<file path="src/sfb_regs.vh">
// Constants for the serial flash bus front end: opcodes, pin slots, timing.
`ifndef SFB_REGS_VH
`define SFB_REGS_VH

// Opcodes that the front end acts on.
`define SFB_OP_ENTER_QPI  8'h38
`define SFB_OP_EXIT_QPI   8'hff
`define SFB_OP_RST_ENABLE 8'h66
`define SFB_OP_RST_DO     8'h99
`define SFB_OP_DUAL_OUT   8'h3b
`define SFB_OP_DUAL_IO    8'hbb
`define SFB_OP_QUAD_OUT   8'h6b
`define SFB_OP_QUAD_IO    8'heb
`define SFB_OP_QUAD_WORD  8'he7
`define SFB_OP_QUAD_OCT   8'he3

// Slots of the pin vector that passes the synchronisers.
`define SFB_PIN_SEL   0
`define SFB_PIN_SCLK  1
`define SFB_PIN_LANE0 2
`define SFB_PIN_LANE3 5

// Reset value of the filtered pins: deselected, clock low, lanes low.
`define SFB_PIN_RST 6'h01

// Software reset recovery time and the count of clocks it takes.
`define SFB_CLK_MHZ    25
`define SFB_RST_US     10
`define SFB_RST_CYC    (`SFB_RST_US * `SFB_CLK_MHZ)

// Lane counts per transfer configuration.
`define SFB_LANES_ONE  4'h1
`define SFB_LANES_TWO  4'h2
`define SFB_LANES_FOUR 4'h4

`endif

</file>
<file path="src/sfb_flash_bus.v">
// Serial flash bus front end with its read data FIFO.
`timescale 1ns/1ps
`include "sfb_regs.vh"

// What this block does
// - Works with a host in clock mode 0 or mode 3 only.
// - Samples lanes on rising clock edges, drives outputs after falling edges.
// - Clock cycles run from falling edge to falling edge.
// - Dual reads 3Bh and BBh use lane0 and lane1, two bits per clock; in four-lane instruction mode they use all four lanes.
// - Quad reads 6Bh, EBh, E7h, E3h use all four lanes.
// - Quad-lane instructions are taken only with four_lane_enable set.
// - 38h enters four-lane instruction mode, FFh leaves it.
// - Opcode takes two clocks on four lanes, eight on serial_in_line.
// - Power-up and software reset leave the device in SPI mode.
// - Entering four-lane instruction mode needs four_lane_enable.
// - Pause works only in standard and dual operation while selected.
// - Pause begins at pin fall with clock low, else next clock fall.
// - Pause ends at pin rise with clock low, else next clock fall.
// - Paused: outputs floated, lanes and clock ignored, state kept.
// - Software reset is 66h then 99h, in either mode.
// - After software reset, about 10us of rejecting every command.
// - pause_or_restart_select picks pause (0) or hardware reset (1).
// - Restart pin low resets the device and refuses all commands.
// - The restart pin overrides select, clock and lane inputs; four_lane_enable set disables it.
// - With four_lane_enable set, the shared pin is only lane3.

////////////////////////////////////////////////////////////////////////
// Read data FIFO between the user side and the serial output shifter.
module sfb_fifo #(
	parameter W  = 8,
	parameter D  = 16,
	parameter AW = 4
)(
	input  wire          clk_in,       // System clock.
	input  wire          rst_n_in,     // Synchronised reset, active low.
	input  wire          wr_valid_in,  // Write word offered.
	input  wire [W-1:0]  wr_data_in,   // Write word.
	output reg           wr_ready_out, // Room for a word.
	output reg           rd_valid_out, // A word is waiting.
	output wire [W-1:0]  rd_data_out,  // Oldest word.
	input  wire          rd_ready_in   // Take the oldest word.
);
	localparam [AW:0] FULL_C = D[AW:0];

	reg  [W-1:0] mem [0:D-1];
	reg  [AW-1:0] wptr_reg;
	reg  [AW-1:0] rptr_reg;
	reg  [AW:0]   count_reg;
	wire          push;
	wire          pop;
	wire [AW:0]   count_next;

	// Handshakes only count while the flags say so, so full never wraps.
	assign push = wr_valid_in & wr_ready_out;
	assign pop = rd_ready_in & rd_valid_out;
	assign count_next = count_reg + {{AW{1'b0}}, push}
		- {{AW{1'b0}}, pop};
	assign rd_data_out = mem[rptr_reg];

	// Storage has no reset; only pointers, count and flags need one.
	always @(posedge clk_in)
	begin
		if (push)
			mem[wptr_reg] <= wr_data_in;
	end

	// Pointers, count and registered flags.
	always @(posedge clk_in or negedge rst_n_in)
	begin
		if (!rst_n_in)
		begin
			wptr_reg <= {AW{1'b0}};
			rptr_reg <= {AW{1'b0}};
			count_reg <= {(AW+1){1'b0}};
			wr_ready_out <= 1'b0;
			rd_valid_out <= 1'b0;
		end
		else
		begin
			if (push)
				wptr_reg <= wptr_reg + {{(AW-1){1'b0}}, 1'b1};
			if (pop)
				rptr_reg <= rptr_reg + {{(AW-1){1'b0}}, 1'b1};
			count_reg <= count_next;
			wr_ready_out <= (count_next != FULL_C);
			rd_valid_out <= (count_next != {(AW+1){1'b0}});
		end
	end
endmodule

////////////////////////////////////////////////////////////////////////
// Device-side bus interface: pins in, lanes out, opcode decode.
module sfb_flash_bus (
	input  wire       clk_in,             // System clock, 25 MHz.
	input  wire       rstn_in,            // Reset, active low, async.
	input  wire       select_n_in,        // Select pin, active low.
	input  wire       sclk_in,            // Serial clock pin from host.
	input  wire       lane0_in,           // Lane0 / serial_in_line.
	input  wire       lane1_in,           // Lane1 input.
	input  wire       lane2_in,           // Lane2 / write guard input.
	input  wire       lane3_in,           // Lane3 / pause or restart.
	output reg        lane0_out,          // Lane0 drive value.
	output reg        lane1_out,          // Lane1 drive value.
	output reg        lane2_out,          // Lane2 drive value.
	output reg        lane3_out,          // Lane3 drive value.
	output reg        lane0_oe_out,       // Lane0 driven when high.
	output reg        lane1_oe_out,       // Lane1 driven when high.
	output reg        lane2_oe_out,       // Lane2 driven when high.
	output reg        lane3_oe_out,       // Lane3 driven when high.
	input  wire       four_lane_enable_in, // Quad enable status bit.
	input  wire       pause_or_restart_select_in, // 0 pause, 1 restart.
	input  wire       data_valid_in,      // Read byte offered.
	input  wire [7:0] data_in,            // Read byte.
	output wire       data_ready_out,     // FIFO has room.
	output reg  [7:0] cmd_out,            // Last accepted opcode.
	output reg        cmd_valid_out,      // Pulse: opcode accepted.
	output reg        qpi_mode_out,       // Four-lane instruction mode.
	output reg        busy_out            // Commands are refused.
);
	localparam [2:0] ST_CMD = 3'b001;
	localparam [2:0] ST_DATA = 3'b010;
	localparam [2:0] ST_SKIP = 3'b100;
	localparam integer RST_CYC_I = `SFB_RST_CYC;
	localparam [8:0] RST_CYC_C = RST_CYC_I[8:0];

	// Shift left by the lane count, filling from the lane inputs.
	function [7:0] sfb_shl;
		input [7:0] val;
		input [3:0] ins;
		input [3:0] lanes;
		begin
			case (lanes)
				`SFB_LANES_TWO: sfb_shl = {val[5:0], ins[1:0]};
				`SFB_LANES_FOUR: sfb_shl = {val[3:0], ins};
				default: sfb_shl = {val[6:0], ins[0]};
			endcase
		end
	endfunction

	reg  [1:0] rst_sync_reg;
	wire       rst_n;
	reg  [5:0] s1_reg;
	reg  [5:0] s2_reg;
	reg  [5:0] s3_reg;
	reg  [5:0] filt_reg;
	reg  [5:0] prev_reg;
	reg  [2:0] state_reg;
	reg  [7:0] in_sh_reg;
	reg  [3:0] in_cnt_reg;
	reg  [7:0] out_sh_reg;
	reg  [3:0] out_cnt_reg;
	reg  [3:0] lanes_reg;
	reg        drive_reg;
	reg        paused_reg;
	reg        armed_reg;
	reg  [8:0] timer_reg;
	wire [3:0] lane_pins;
	wire       sel;
	wire       rise;
	wire       fall;
	wire       hw_rst;
	wire       pause_ok;
	wire [3:0] cmd_lanes;
	wire [7:0] op_next;
	wire [3:0] in_cnt_next;
	wire       pop;
	wire       fifo_valid;
	wire [7:0] fifo_data;
	wire [7:0] out_byte;
	wire [3:0] oe_mask;

	// Two-stage release of the reset; the pin itself feeds no logic.
	always @(posedge clk_in or negedge rstn_in)
	begin
		if (!rstn_in)
			rst_sync_reg <= 2'b00;
		else
			rst_sync_reg <= {rst_sync_reg[0], 1'b1};
	end
	assign rst_n = rst_sync_reg[1];

	// Three flops per pin; a level counts once stages two and three agree.
	always @(posedge clk_in or negedge rst_n)
	begin
		if (!rst_n)
		begin
			s1_reg <= `SFB_PIN_RST;
			s2_reg <= `SFB_PIN_RST;
			s3_reg <= `SFB_PIN_RST;
			filt_reg <= `SFB_PIN_RST;
			prev_reg <= `SFB_PIN_RST;
		end
		else
		begin
			s1_reg <= {lane3_in, lane2_in, lane1_in, lane0_in,
				sclk_in, select_n_in};
			s2_reg <= s1_reg;
			s3_reg <= s2_reg;
			filt_reg <= (s2_reg & s3_reg) | (filt_reg & (s2_reg ^ s3_reg));
			prev_reg <= filt_reg;
		end
	end

	// Edges are seen a few system clocks late; 25 MHz against the
	// 3 MHz link leaves ample margin but limits the link rate.
	assign sel = ~filt_reg[`SFB_PIN_SEL];
	assign rise = filt_reg[`SFB_PIN_SCLK]
		& ~prev_reg[`SFB_PIN_SCLK];
	assign fall = ~filt_reg[`SFB_PIN_SCLK] & prev_reg[`SFB_PIN_SCLK];
	assign lane_pins = filt_reg[`SFB_PIN_LANE3:`SFB_PIN_LANE0];

	// The shared pin is a restart only when selected as one and quad
	// operation has not claimed it as lane3.
	assign hw_rst = pause_or_restart_select_in & ~four_lane_enable_in
		& ~filt_reg[`SFB_PIN_LANE3];

	// Pause is possible only in standard or dual transfers while selected.
	assign pause_ok = sel & ~pause_or_restart_select_in
		& ~four_lane_enable_in & ~qpi_mode_out
		& (lanes_reg != `SFB_LANES_FOUR);

	assign cmd_lanes = qpi_mode_out ? `SFB_LANES_FOUR : `SFB_LANES_ONE;
	assign op_next = sfb_shl(in_sh_reg, lane_pins, cmd_lanes);
	assign in_cnt_next = in_cnt_reg + cmd_lanes;

	// A new byte leaves the FIFO at the falling edge that needs it.
	assign pop = (state_reg == ST_DATA) & sel & fall & ~paused_reg
		& ~hw_rst & (out_cnt_reg == 4'h0);
	assign out_byte = (out_cnt_reg == 4'h0)
		? (fifo_valid ? fifo_data : 8'h00) : out_sh_reg;
	assign oe_mask = (lanes_reg == `SFB_LANES_FOUR) ? 4'hf : 4'h3;

	sfb_fifo #(
		.W  (8),
		.D  (16),
		.AW (4)
	) u_fifo (
		.clk_in       (clk_in),
		.rst_n_in     (rst_n),
		.wr_valid_in  (data_valid_in),
		.wr_data_in   (data_in),
		.wr_ready_out (data_ready_out),
		.rd_valid_out (fifo_valid),
		.rd_data_out  (fifo_data),
		.rd_ready_in  (pop)
	);

	// Main sequencer: restart first, then deselect, pause, then edges.
	always @(posedge clk_in or negedge rst_n)
	begin
		if (!rst_n)
		begin
			state_reg <= ST_CMD;
			in_sh_reg <= 8'h00;
			in_cnt_reg <= 4'h0;
			out_sh_reg <= 8'h00;
			out_cnt_reg <= 4'h0;
			lanes_reg <= `SFB_LANES_ONE;
			drive_reg <= 1'b0;
			paused_reg <= 1'b0;
			armed_reg <= 1'b0;
			timer_reg <= 9'h000;
			qpi_mode_out <= 1'b0;
			cmd_out <= 8'h00;
			cmd_valid_out <= 1'b0;
			busy_out <= 1'b0;
			{lane3_out, lane2_out, lane1_out, lane0_out} <= 4'h0;
			{lane3_oe_out, lane2_oe_out, lane1_oe_out,
				lane0_oe_out} <= 4'h0;
		end
		else
		begin
			cmd_valid_out <= 1'b0;
			busy_out <= hw_rst | (timer_reg > 9'h001);
			if (timer_reg != 9'h000)
				timer_reg <= timer_reg - 9'h001;
			if (hw_rst)
			begin
				// Back to the power-on state whatever else is happening.
				state_reg <= ST_CMD;
				in_cnt_reg <= 4'h0;
				out_cnt_reg <= 4'h0;
				lanes_reg <= `SFB_LANES_ONE;
				drive_reg <= 1'b0;
				paused_reg <= 1'b0;
				armed_reg <= 1'b0;
				timer_reg <= 9'h000;
				qpi_mode_out <= 1'b0;
			end
			else if (!sel)
			begin
				// Deselect ends any transfer, paused or not.
				state_reg <= ST_CMD;
				in_cnt_reg <= 4'h0;
				out_cnt_reg <= 4'h0;
				lanes_reg <= `SFB_LANES_ONE;
				drive_reg <= 1'b0;
				paused_reg <= 1'b0;
			end
			else if (!pause_ok)
				paused_reg <= 1'b0;
			else if (!filt_reg[`SFB_PIN_SCLK])
				// Sampling only with the clock low gives both the
				// immediate and the next-falling-edge cases.
				paused_reg <= ~filt_reg[`SFB_PIN_LANE3];

			if (!hw_rst && sel && !paused_reg && rise
				&& state_reg == ST_CMD)
			begin
				// Opcode bits arrive on rising edges, top bit first.
				in_sh_reg <= op_next;
				in_cnt_reg <= in_cnt_next;
				if (in_cnt_next == 4'h8)
				begin
					state_reg <= ST_SKIP;
					if (busy_out)
						armed_reg <= 1'b0;
					else
					begin
						cmd_out <= op_next;
						cmd_valid_out <= 1'b1;
						armed_reg <= (op_next == `SFB_OP_RST_ENABLE);
						case (op_next)
							`SFB_OP_ENTER_QPI:
								if (four_lane_enable_in)
									qpi_mode_out <= 1'b1;
							`SFB_OP_EXIT_QPI:
								qpi_mode_out <= 1'b0;
							`SFB_OP_RST_DO:
								if (armed_reg)
								begin
									qpi_mode_out <= 1'b0;
									timer_reg <= RST_CYC_C;
								end
							`SFB_OP_DUAL_OUT, `SFB_OP_DUAL_IO:
							begin
								state_reg <= ST_DATA;
								lanes_reg <= qpi_mode_out
									? `SFB_LANES_FOUR : `SFB_LANES_TWO;
							end
							`SFB_OP_QUAD_OUT, `SFB_OP_QUAD_IO,
							`SFB_OP_QUAD_WORD, `SFB_OP_QUAD_OCT:
								if (four_lane_enable_in)
								begin
									state_reg <= ST_DATA;
									lanes_reg <= `SFB_LANES_FOUR;
								end
							default:
								state_reg <= ST_SKIP;
						endcase
					end
				end
			end

			if (!hw_rst && sel && !paused_reg && fall
				&& state_reg == ST_DATA)
			begin
				// Each falling edge opens a cycle and presents new bits.
				drive_reg <= 1'b1;
				out_sh_reg <= sfb_shl(out_byte, 4'h0, lanes_reg);
				out_cnt_reg <= ((out_cnt_reg == 4'h0) ? 4'h8
					: out_cnt_reg) - lanes_reg;
				if (lanes_reg == `SFB_LANES_FOUR)
					{lane3_out, lane2_out, lane1_out, lane0_out}
						<= out_byte[7:4];
				else
					{lane3_out, lane2_out, lane1_out, lane0_out}
						<= {2'b00, out_byte[7:6]};
			end

			// Lanes float outside the data phase and while paused.
			if (!hw_rst && sel && !paused_reg
				&& state_reg == ST_DATA && (drive_reg || fall))
				{lane3_oe_out, lane2_oe_out, lane1_oe_out,
					lane0_oe_out} <= oe_mask;
			else
				{lane3_oe_out, lane2_oe_out, lane1_oe_out,
					lane0_oe_out} <= 4'h0;
		end
	end
endmodule

</file>
<file path="config.mk">
export PLATFORM = sky130hd
export DESIGN_NAME = sfb_flash_bus
export DESIGN_NICKNAME = d
export VERILOG_FILES = /design/src/sfb_flash_bus.v
export VERILOG_INCLUDE_DIRS = /design/src
export SDC_FILE = /design/constraint.sdc
export NUM_CORES = 1
export LEC_CHECK = 0
export ABC_AREA = 1
export ABC_CLOCK_PERIOD_IN_PS = 3350
export BUFFER_PORTS_ARGS = -buffer_cell sky130_fd_sc_hd__buf_4
export CELL_PAD_IN_SITES_DETAIL_PLACEMENT = 1
export CELL_PAD_IN_SITES_GLOBAL_PLACEMENT = 2
export CORE_ASPECT_RATIO = 1.1
export CORE_MARGIN = 1.5
export CORE_UTILIZATION = 40
export DETAILED_ROUTE_END_ITERATION = 16
export GPL_TIMING_DRIVEN = 0
export PLACE_DENSITY_LB_ADDON = 0.25
export SYNTH_ARGS = -nofsm -noshare
export SYNTH_HDL_FRONTEND = slang
export SYNTH_HIERARCHICAL = 1
export SYNTH_SLANG_ARGS = --single-unit
</file>
<file path="constraint.sdc">
create_clock -name clk_in -period 3.35 [get_ports clk_in]
set_input_delay 0.5025 -clock clk_in [delete_from_list [all_inputs] [get_ports clk_in]]
set_output_delay 0.5025 -clock clk_in [all_outputs]
set_load 0.01 [all_outputs]
</file>
Word-level counts from Yosys, hierarchy flattened
Memories as Yosys holds them, arrays and structs flattened. Index checks and enable logic that the tools add are counted. Widths: inputs -> output; s select.

Add/subtract/negate cells: 7. Order comparisons: 1. Equality and inequality tests: 20. Muxes and demuxes: 64. Bitwise gates (word level): 30. Reductions and logical operators: 19.

Operator list (number): $mux 9 (7); $eq 8x8->1 const B (6); $mux 4 (12); $pmux 8 s2 (2); $mux 1 (30); $mux 3 (8); $eq 8x6->1 const B (2); $eq 8x7->1 const B (2); $mux 8 (2); $and 1x1->1 (15); $and 6x6->6 (2); $not 1->1 (10); $gt 9x1->1 const B (1); $reduce_bool 9->1 (1); $sub 9x1->9 const B (1); $add 4x1->4 const B (2); $eq 4x2->1 const B (2); $logic_and 1x1->1 (8); $pmux 4 s2 (1); $or 6x6->6 (1); $pmux 3 s2 (1); $reduce_bool 3->1 (2); $xor 6x6->6 (1); $add 5x1->5 (1); 20 further kinds (21).

Register bits: 104. Memory bits (writable): 128. Input bits: 19. Output and inout bits: 20. Logic and storage cells: 175. Memories: 1.

Memory list: u_fifo.mem (depth 16, width 8, read ports 1, clocked after Yosys merged registers in 0, write ports 1, RTL line sfb_flash_bus.v:45) `reg [W-1:0] mem [0:D-1];`.

Depth between registers and ports, before layout
Word-level depth: 9. Gate-level depth with buffers: 21. Mapped depth without buffers: 20.

By module
The synthesis kept the hierarchy.

By module, submodules not included: sfb_fifo (instances 1, cells an instance 617, area each 6344.8 um2, seq. area each 4219.0 um2); sfb_flash_bus (instances 1, cells an instance 479, area each 4237.8 um2, seq. area each 2134.5 um2).

Worst setup path after synthesis
OpenSTA, ideal clock, no wires.

Kind: input to register. Start: input four_lane_enable_in. End: register u_fifo.wr_ready_out. Library setup time: 0.131 ns. Arrival: 2.733 ns. Required time: 3.219 ns. Setup slack: 0.487 ns. Cell stages on the path: 21. Buffers on the path: 1. Cell sequence: inv_2 -> nand3_4 -> nand3_4 -> inv_2 -> nand2_2 -> nor2_8 -> inv_2 -> buf_6 -> nor2_1 -> nand2_1 -> inv_1 -> ha_1 -> inv_1 -> ha_1 -> inv_1 -> fa_1 -> inv_1 -> nand3_1 -> nand2_1 -> xor2_1 -> nand3_1.

Longest elaborated chain between the ends: 9.

Ends and longest elaborated chain: from (decl) (RTL line sfb_flash_bus.v:110) `input wire four_lane_enable_in,`; $not 1->1 (RTL line sfb_flash_bus.v:214) `assign hw_rst = pause_or_restart_select_in & ~four_lane_enable_in`; $and 1x1->1 (2 in a row) (RTL line sfb_flash_bus.v:214); $not 1->1 (RTL line sfb_flash_bus.v:228) `& ~hw_rst & (out_cnt_reg == 4'h0);`; $and 1x1->1 (2 in a row) (RTL line sfb_flash_bus.v:228); net pop (RTL line sfb_flash_bus.v:166) `wire pop;`; $and 1x1->1 (RTL line sfb_flash_bus.v:55) `assign pop = rd_ready_in & rd_valid_out;`; net u_fifo.pop (RTL line sfb_flash_bus.v:50) `wire pop;`; $sub 5x1->5 (RTL line sfb_flash_bus.v:57) `- {{AW{1'b0}}, pop};`; net u_fifo.count_next[4] (RTL line sfb_flash_bus.v:51) `wire [AW:0] count_next;`; $ne 5x5->1 (RTL line sfb_flash_bus.v:85) `wr_ready_out <= (count_next != FULL_C);`; to (signal assigned) (RTL line sfb_flash_bus.v:85); to (decl) (RTL line sfb_flash_bus.v:38) `output reg wr_ready_out,`.

The timed path passes the listed nets, and every way through them passes these cells. A chain may end at the register's enable or synchronous reset.

Worst setup path in the final report
Start: register filt_reg[5]. End: register u_fifo.rd_valid_out.

Longest elaborated chain between the ends: 8.

Ends and longest elaborated chain: from (decl) (RTL line sfb_flash_bus.v:145) `reg [5:0] filt_reg;`; from (signal assigned) (RTL line sfb_flash_bus.v:190) `` filt_reg <= `SFB_PIN_RST; ``; from (signal assigned) (RTL line sfb_flash_bus.v:199) `filt_reg <= (s2_reg & s3_reg) | (filt_reg & (s2_reg ^ s3_reg));`; $not 1->1 (RTL line sfb_flash_bus.v:215) `` & ~filt_reg[`SFB_PIN_LANE3]; ``; $and 1x1->1 (RTL line sfb_flash_bus.v:214); $not 1->1 (RTL line sfb_flash_bus.v:228); $and 1x1->1 (2 in a row) (RTL line sfb_flash_bus.v:228); net pop (RTL line sfb_flash_bus.v:166); $and 1x1->1 (RTL line sfb_flash_bus.v:55); net u_fifo.pop (RTL line sfb_flash_bus.v:50); $sub 5x1->5 (RTL line sfb_flash_bus.v:57); net u_fifo.count_next[1] (RTL line sfb_flash_bus.v:51); $reduce_bool 5->1 (RTL line sfb_flash_bus.v:86) `rd_valid_out <= (count_next != {(AW+1){1'b0}});`; to (signal assigned) (RTL line sfb_flash_bus.v:86); to (decl) (RTL line sfb_flash_bus.v:39) `output reg rd_valid_out,`.

The timed path passes the listed nets, and every way through them passes these cells.

==> impl_summary.md <==
Status
The flow ran to the end, and the final reports show no timing, DRC or antenna violations.

Drt
The total via count in the routed design is 7557. The iteration-0 DRC count of the detailed router is 420. The wire length per cell after detailed routing is 18.15 um.

The remaining antenna violation count after routing is 0. The number of detailed-route iterations in the first pass is 5. The number of design rule violations left after detail routing is 0.

The total wirelength of the detailed-routed design is 27870 um. The via density per instance is 4.920.

Yosys
Synthesis produced a netlist with a net count of 1141. In this run, synthesis produced a sequential element count of 228. The number of warnings reported in the yosys synthesis log is 6. The number of flops mapped to enable cells by yosys is 128.

The sequential element share of the synthesized area is 60.04%. The netlist uses 46 different library cells. The proportion of register bits with asynchronous set or reset after synthesis is 43.86%. Synthesis produced a netlist whose cell count is 1096. The netlist area before placement is 10580 sq um. The average footprint of a synthesized cell is 9.656 sq um. Among all flip-flop cells after synthesis, the most frequent one is sky130_fd_sc_hd__edfxtp_1.

Layout
The post-route netlist has 14.19% of its cells at a drive strength greater than 1. The number of flip-flops under the largest register name is 128. The area of the multi-input gates is 3353 sq um.

The number of filler instances in the final layout is 2973. Leaving out fill and tap cells, the most frequent cell in the layout is sky130_fd_sc_hd__nand2_1. The area of all placed cells without fillers is 12290 sq um. The repair_antennas step left the layout with diodes totalling 0. At the end of the flow the core is filled with cells to 47.14%. The sequential cell area is 6357 sq um. Leaving out fill and tap cells, the most frequent cells in the layout are 324 x sky130_fd_sc_hd__nand2_1, 160 x sky130_fd_sc_hd__inv_1, 136 x sky130_fd_sc_hd__nand3_1, 128 x sky130_fd_sc_hd__edfxtp_1, 93 x sky130_fd_sc_hd__dfrtp_1. Relative to the synthesized area, the layout overhead comes to 16.10%. The final layout contains 1210 nets.

Setup path
In this design, the stage delay of the slowest critical-path cell is 0.52 ns. The combined buffer and inverter count along the critical path is 8. The critical path runs through a total of 19 cells. The critical path data required time is 3.73 ns. The worst-case reg-to-reg path depth is 19. Following the worst setup path forward leads to its endpoint at u_fifo/rd_valid_out. Tracing the worst setup path back leads to its startpoint at filt_reg[5].

In this run the worst path has a maximum fanout of 10. Traced cell by cell, the critical path runs through inv_2 > nand3_4 > nand3_4 > inv_2 > nand2_2 > nor2_8 > inv_2 > buf_6 > nor2_2 > nand2_2 > inv_4 > ha_1 > inv_1 > ha_1 > inv_1 > fa_2 > inv_1 > nor3_2 > nand3_2. The largest individual stage delay along the critical path comes from the cell sky130_fd_sc_hd__fa_2.

The endpoint identified for the worst register-to-register timing path is u_fifo/rd_valid_out. The type of destination of the critical path is a register. The data arrival time at the worst-slack endpoint is 3.52 ns.

In this design, the largest share of critical-path delay is due to simple AND/OR/NAND/NOR gates. The worst setup path is launched from a register. The worst setup path is of the reg -> reg kind. The flop-to-flop setup slack is 0.21 ns. The startpoint identified for the worst register-to-register timing path is filt_reg[5].

Die
The die is 173.6 um tall. The initialized floorplan defines 62 standard-cell rows. The die is 158.1 um wide. The initial utilization of the core area, before any placement, comes to 40.60%.

The die covers 27440 sq um. The total area inside the core boundary comes to 26070 sq um. The top-level port count is 39.

Placed design
The area after detailed placement is 11340 sq um. The count of port buffers added during placement is 38. The sum of net half-perimeters after detailed placement is 19040 um. The minimum setup slack after placement is -0.3788 ns. Routability-driven placement finished with a final weighted congestion of 0.7807.

STA
Static timing analysis puts the maximum clock frequency at 318.6 MHz. The final number of max-transition violations is 0. The number of hold-slack violations in the final timing report is 0. The post-layout worst setup margin is 0.2115 ns. The relative slew slack is 18.20%.

The worst clock skew is 0.008004 ns. The part of the cycle the worst path needs is 93.69%. After layout, the minimum clock period comes to 3.139 ns. For the pin with the worst max-slew slack, the measured transition is 1.222 ns.

Setup violations remaining at the end of the flow were counted as 0. The setup TNS is 0 ns.

Clocking
The clock tree root driver cell is sky130_fd_sc_hd__clkbuf_16. The number of buffers on the longest clock path is 3. The clock slew seen by the registers of the worst setup and hold paths is 0.06 ns. The H-tree depth reported by CTS is 1. Clock tree synthesis inserted a total of 25 buffers. The clock sink count is 228. The clock latency on the worst-skew pair is 0.52 ns. The TritonCTS clock tree is yes.

Pwr
The final total power is 7636 uW. In this run the static leakage power is 0.005822 uW. IR analysis of the VDD net gives a maximum drop of 0.0003625 V. The total power divided by cell area is 621.5 nW/um^2.

Worst hold path
The tightest min-delay check is of the in -> reg type. The startpoint identified for the worst hold timing path is sclk_in.

Global routing
The overall global routing resource usage is 21.25%. The total overflow left after global routing is 0. The via count of the first global-routing pass is 8067.

The first global-routing pass estimated 44430 um of wire. Entering global routing, the biggest net connects 57 pins. The initial antenna violation count was 0.

Flow run
Across the run, the number of max-cap violations was 0.
## synth_stat cells, types with 6 or more instances
library cell	number	area share, %
sky130_fd_sc_hd__edfxtp_1	128	36
sky130_fd_sc_hd__nand4_1	7	0.41
sky130_fd_sc_hd__dfrtp_1	94	22
sky130_fd_sc_hd__o21ai_1	10	0.47
sky130_fd_sc_hd__nor2_1	51	1.8
sky130_fd_sc_hd__dfstp_2	6	1.5
sky130_fd_sc_hd__nand2_2	9	0.53
sky130_fd_sc_hd__buf_2	14	0.66
sky130_fd_sc_hd__o21ai_0	16	0.76
sky130_fd_sc_hd__buf_4	12	0.85
sky130_fd_sc_hd__ha_1	24	2.8
sky130_fd_sc_hd__xor2_1	10	0.83
sky130_fd_sc_hd__inv_2	10	0.35
sky130_fd_sc_hd__nand3_1	137	6.5
sky130_fd_sc_hd__nand2_1	326	12
sky130_fd_sc_hd__inv_1	161	5.7
sky130_fd_sc_hd__a21o_1	6	0.43
sky130_fd_sc_hd__xnor2_1	7	0.58
## final cells by class
| class | count | share of cell area [%] |
|---|---|---|
| Sequential cell | 228 | 51.74 |
| Multi-Input combinational cell | 657 | 27.29 |
| Clock buffer | 34 | 5.530 |
| Inverter | 174 | 5.336 |
| Tap cell | 352 | 3.585 |
| Timing Repair Buffer | 42 | 2.749 |
| Buffer | 37 | 2.037 |
| Clock inverter | 12 | 1.731 |
## routing by layer
| layer | up-vias | GRT usage (%) | share of wire [%] | wire [um] |
|---|---|---|---|---|
| li1 | 3642 | - | - | - |
| met1 | 3712 | 28.24 | 44 | 12280 |
| met2 | 148 | 36.12 | 49 | 13680 |
| met3 | 55 | 2.150 | 3.7 | 1020 |
| met4 | 0 | 7.243 | 3.2 | 897 |
| met5 | - | 0 | 0 | 0 |
## report_power, final
part / switching, uW / leakage, uW / total (uW) / internal (uW)
Sequential: 150 / 0.00243 / 3440 / 3290
Clock: 1120 / 0.000437 / 3000 / 1880
Combinational: 828 / 0.00296 / 1200 / 373
Total: 2100 / 0.00582 / 7640 / 5540
## worst min-delay path by stage
stage | endpoint | slack, ns | depth (start not counted)
after global placement | rst_sync_reg[0] | 0.29 | 1
after CTS | s1_reg[1] | 0.06 | 1
after detailed placement | rst_sync_reg[0] | 0.29 | 1
after floorplan | rst_sync_reg[0] | 0.21 | 0
after global routing | s1_reg[2] | 0.07 | 1
final | s1_reg[1] | 0.08 | 1
## kinds of logic after synthesis
logic type                 count (synthesis)  synth area share (%)
AOI/OAI and AO/OA                         56                 3.192
and+or+nand+nor                          557                 23.58
DFF                                      228                 60.04
other                                      1               0.03544
adders and majority gates                 26                 3.216
xor gates and xnor gates                  17                 1.407
buffers and inverters                    211                 8.536
## through the flow
step | std cells | hold slack, ns
after floorplan | 1096 | 0.2069
after global placement | 1486 | 0.2861
after detailed placement | 1487 | 0.2858
after CTS | 1535 | 0.06310
after global routing | 1536 | 0.07062
final | 1536 | 0.08257
## repair_timing
item | in CTS | in global routing
setup endpoints to repair | 2 | 3
endpoints found under the hold margin | 2 | 0
setup buffers | 1 | 1
pin swaps | 1 | 0
gates resized for setup | 2 | 7
hold buffers | 1 | 0
Note: power is estimated with default switching activity, not from simulation.
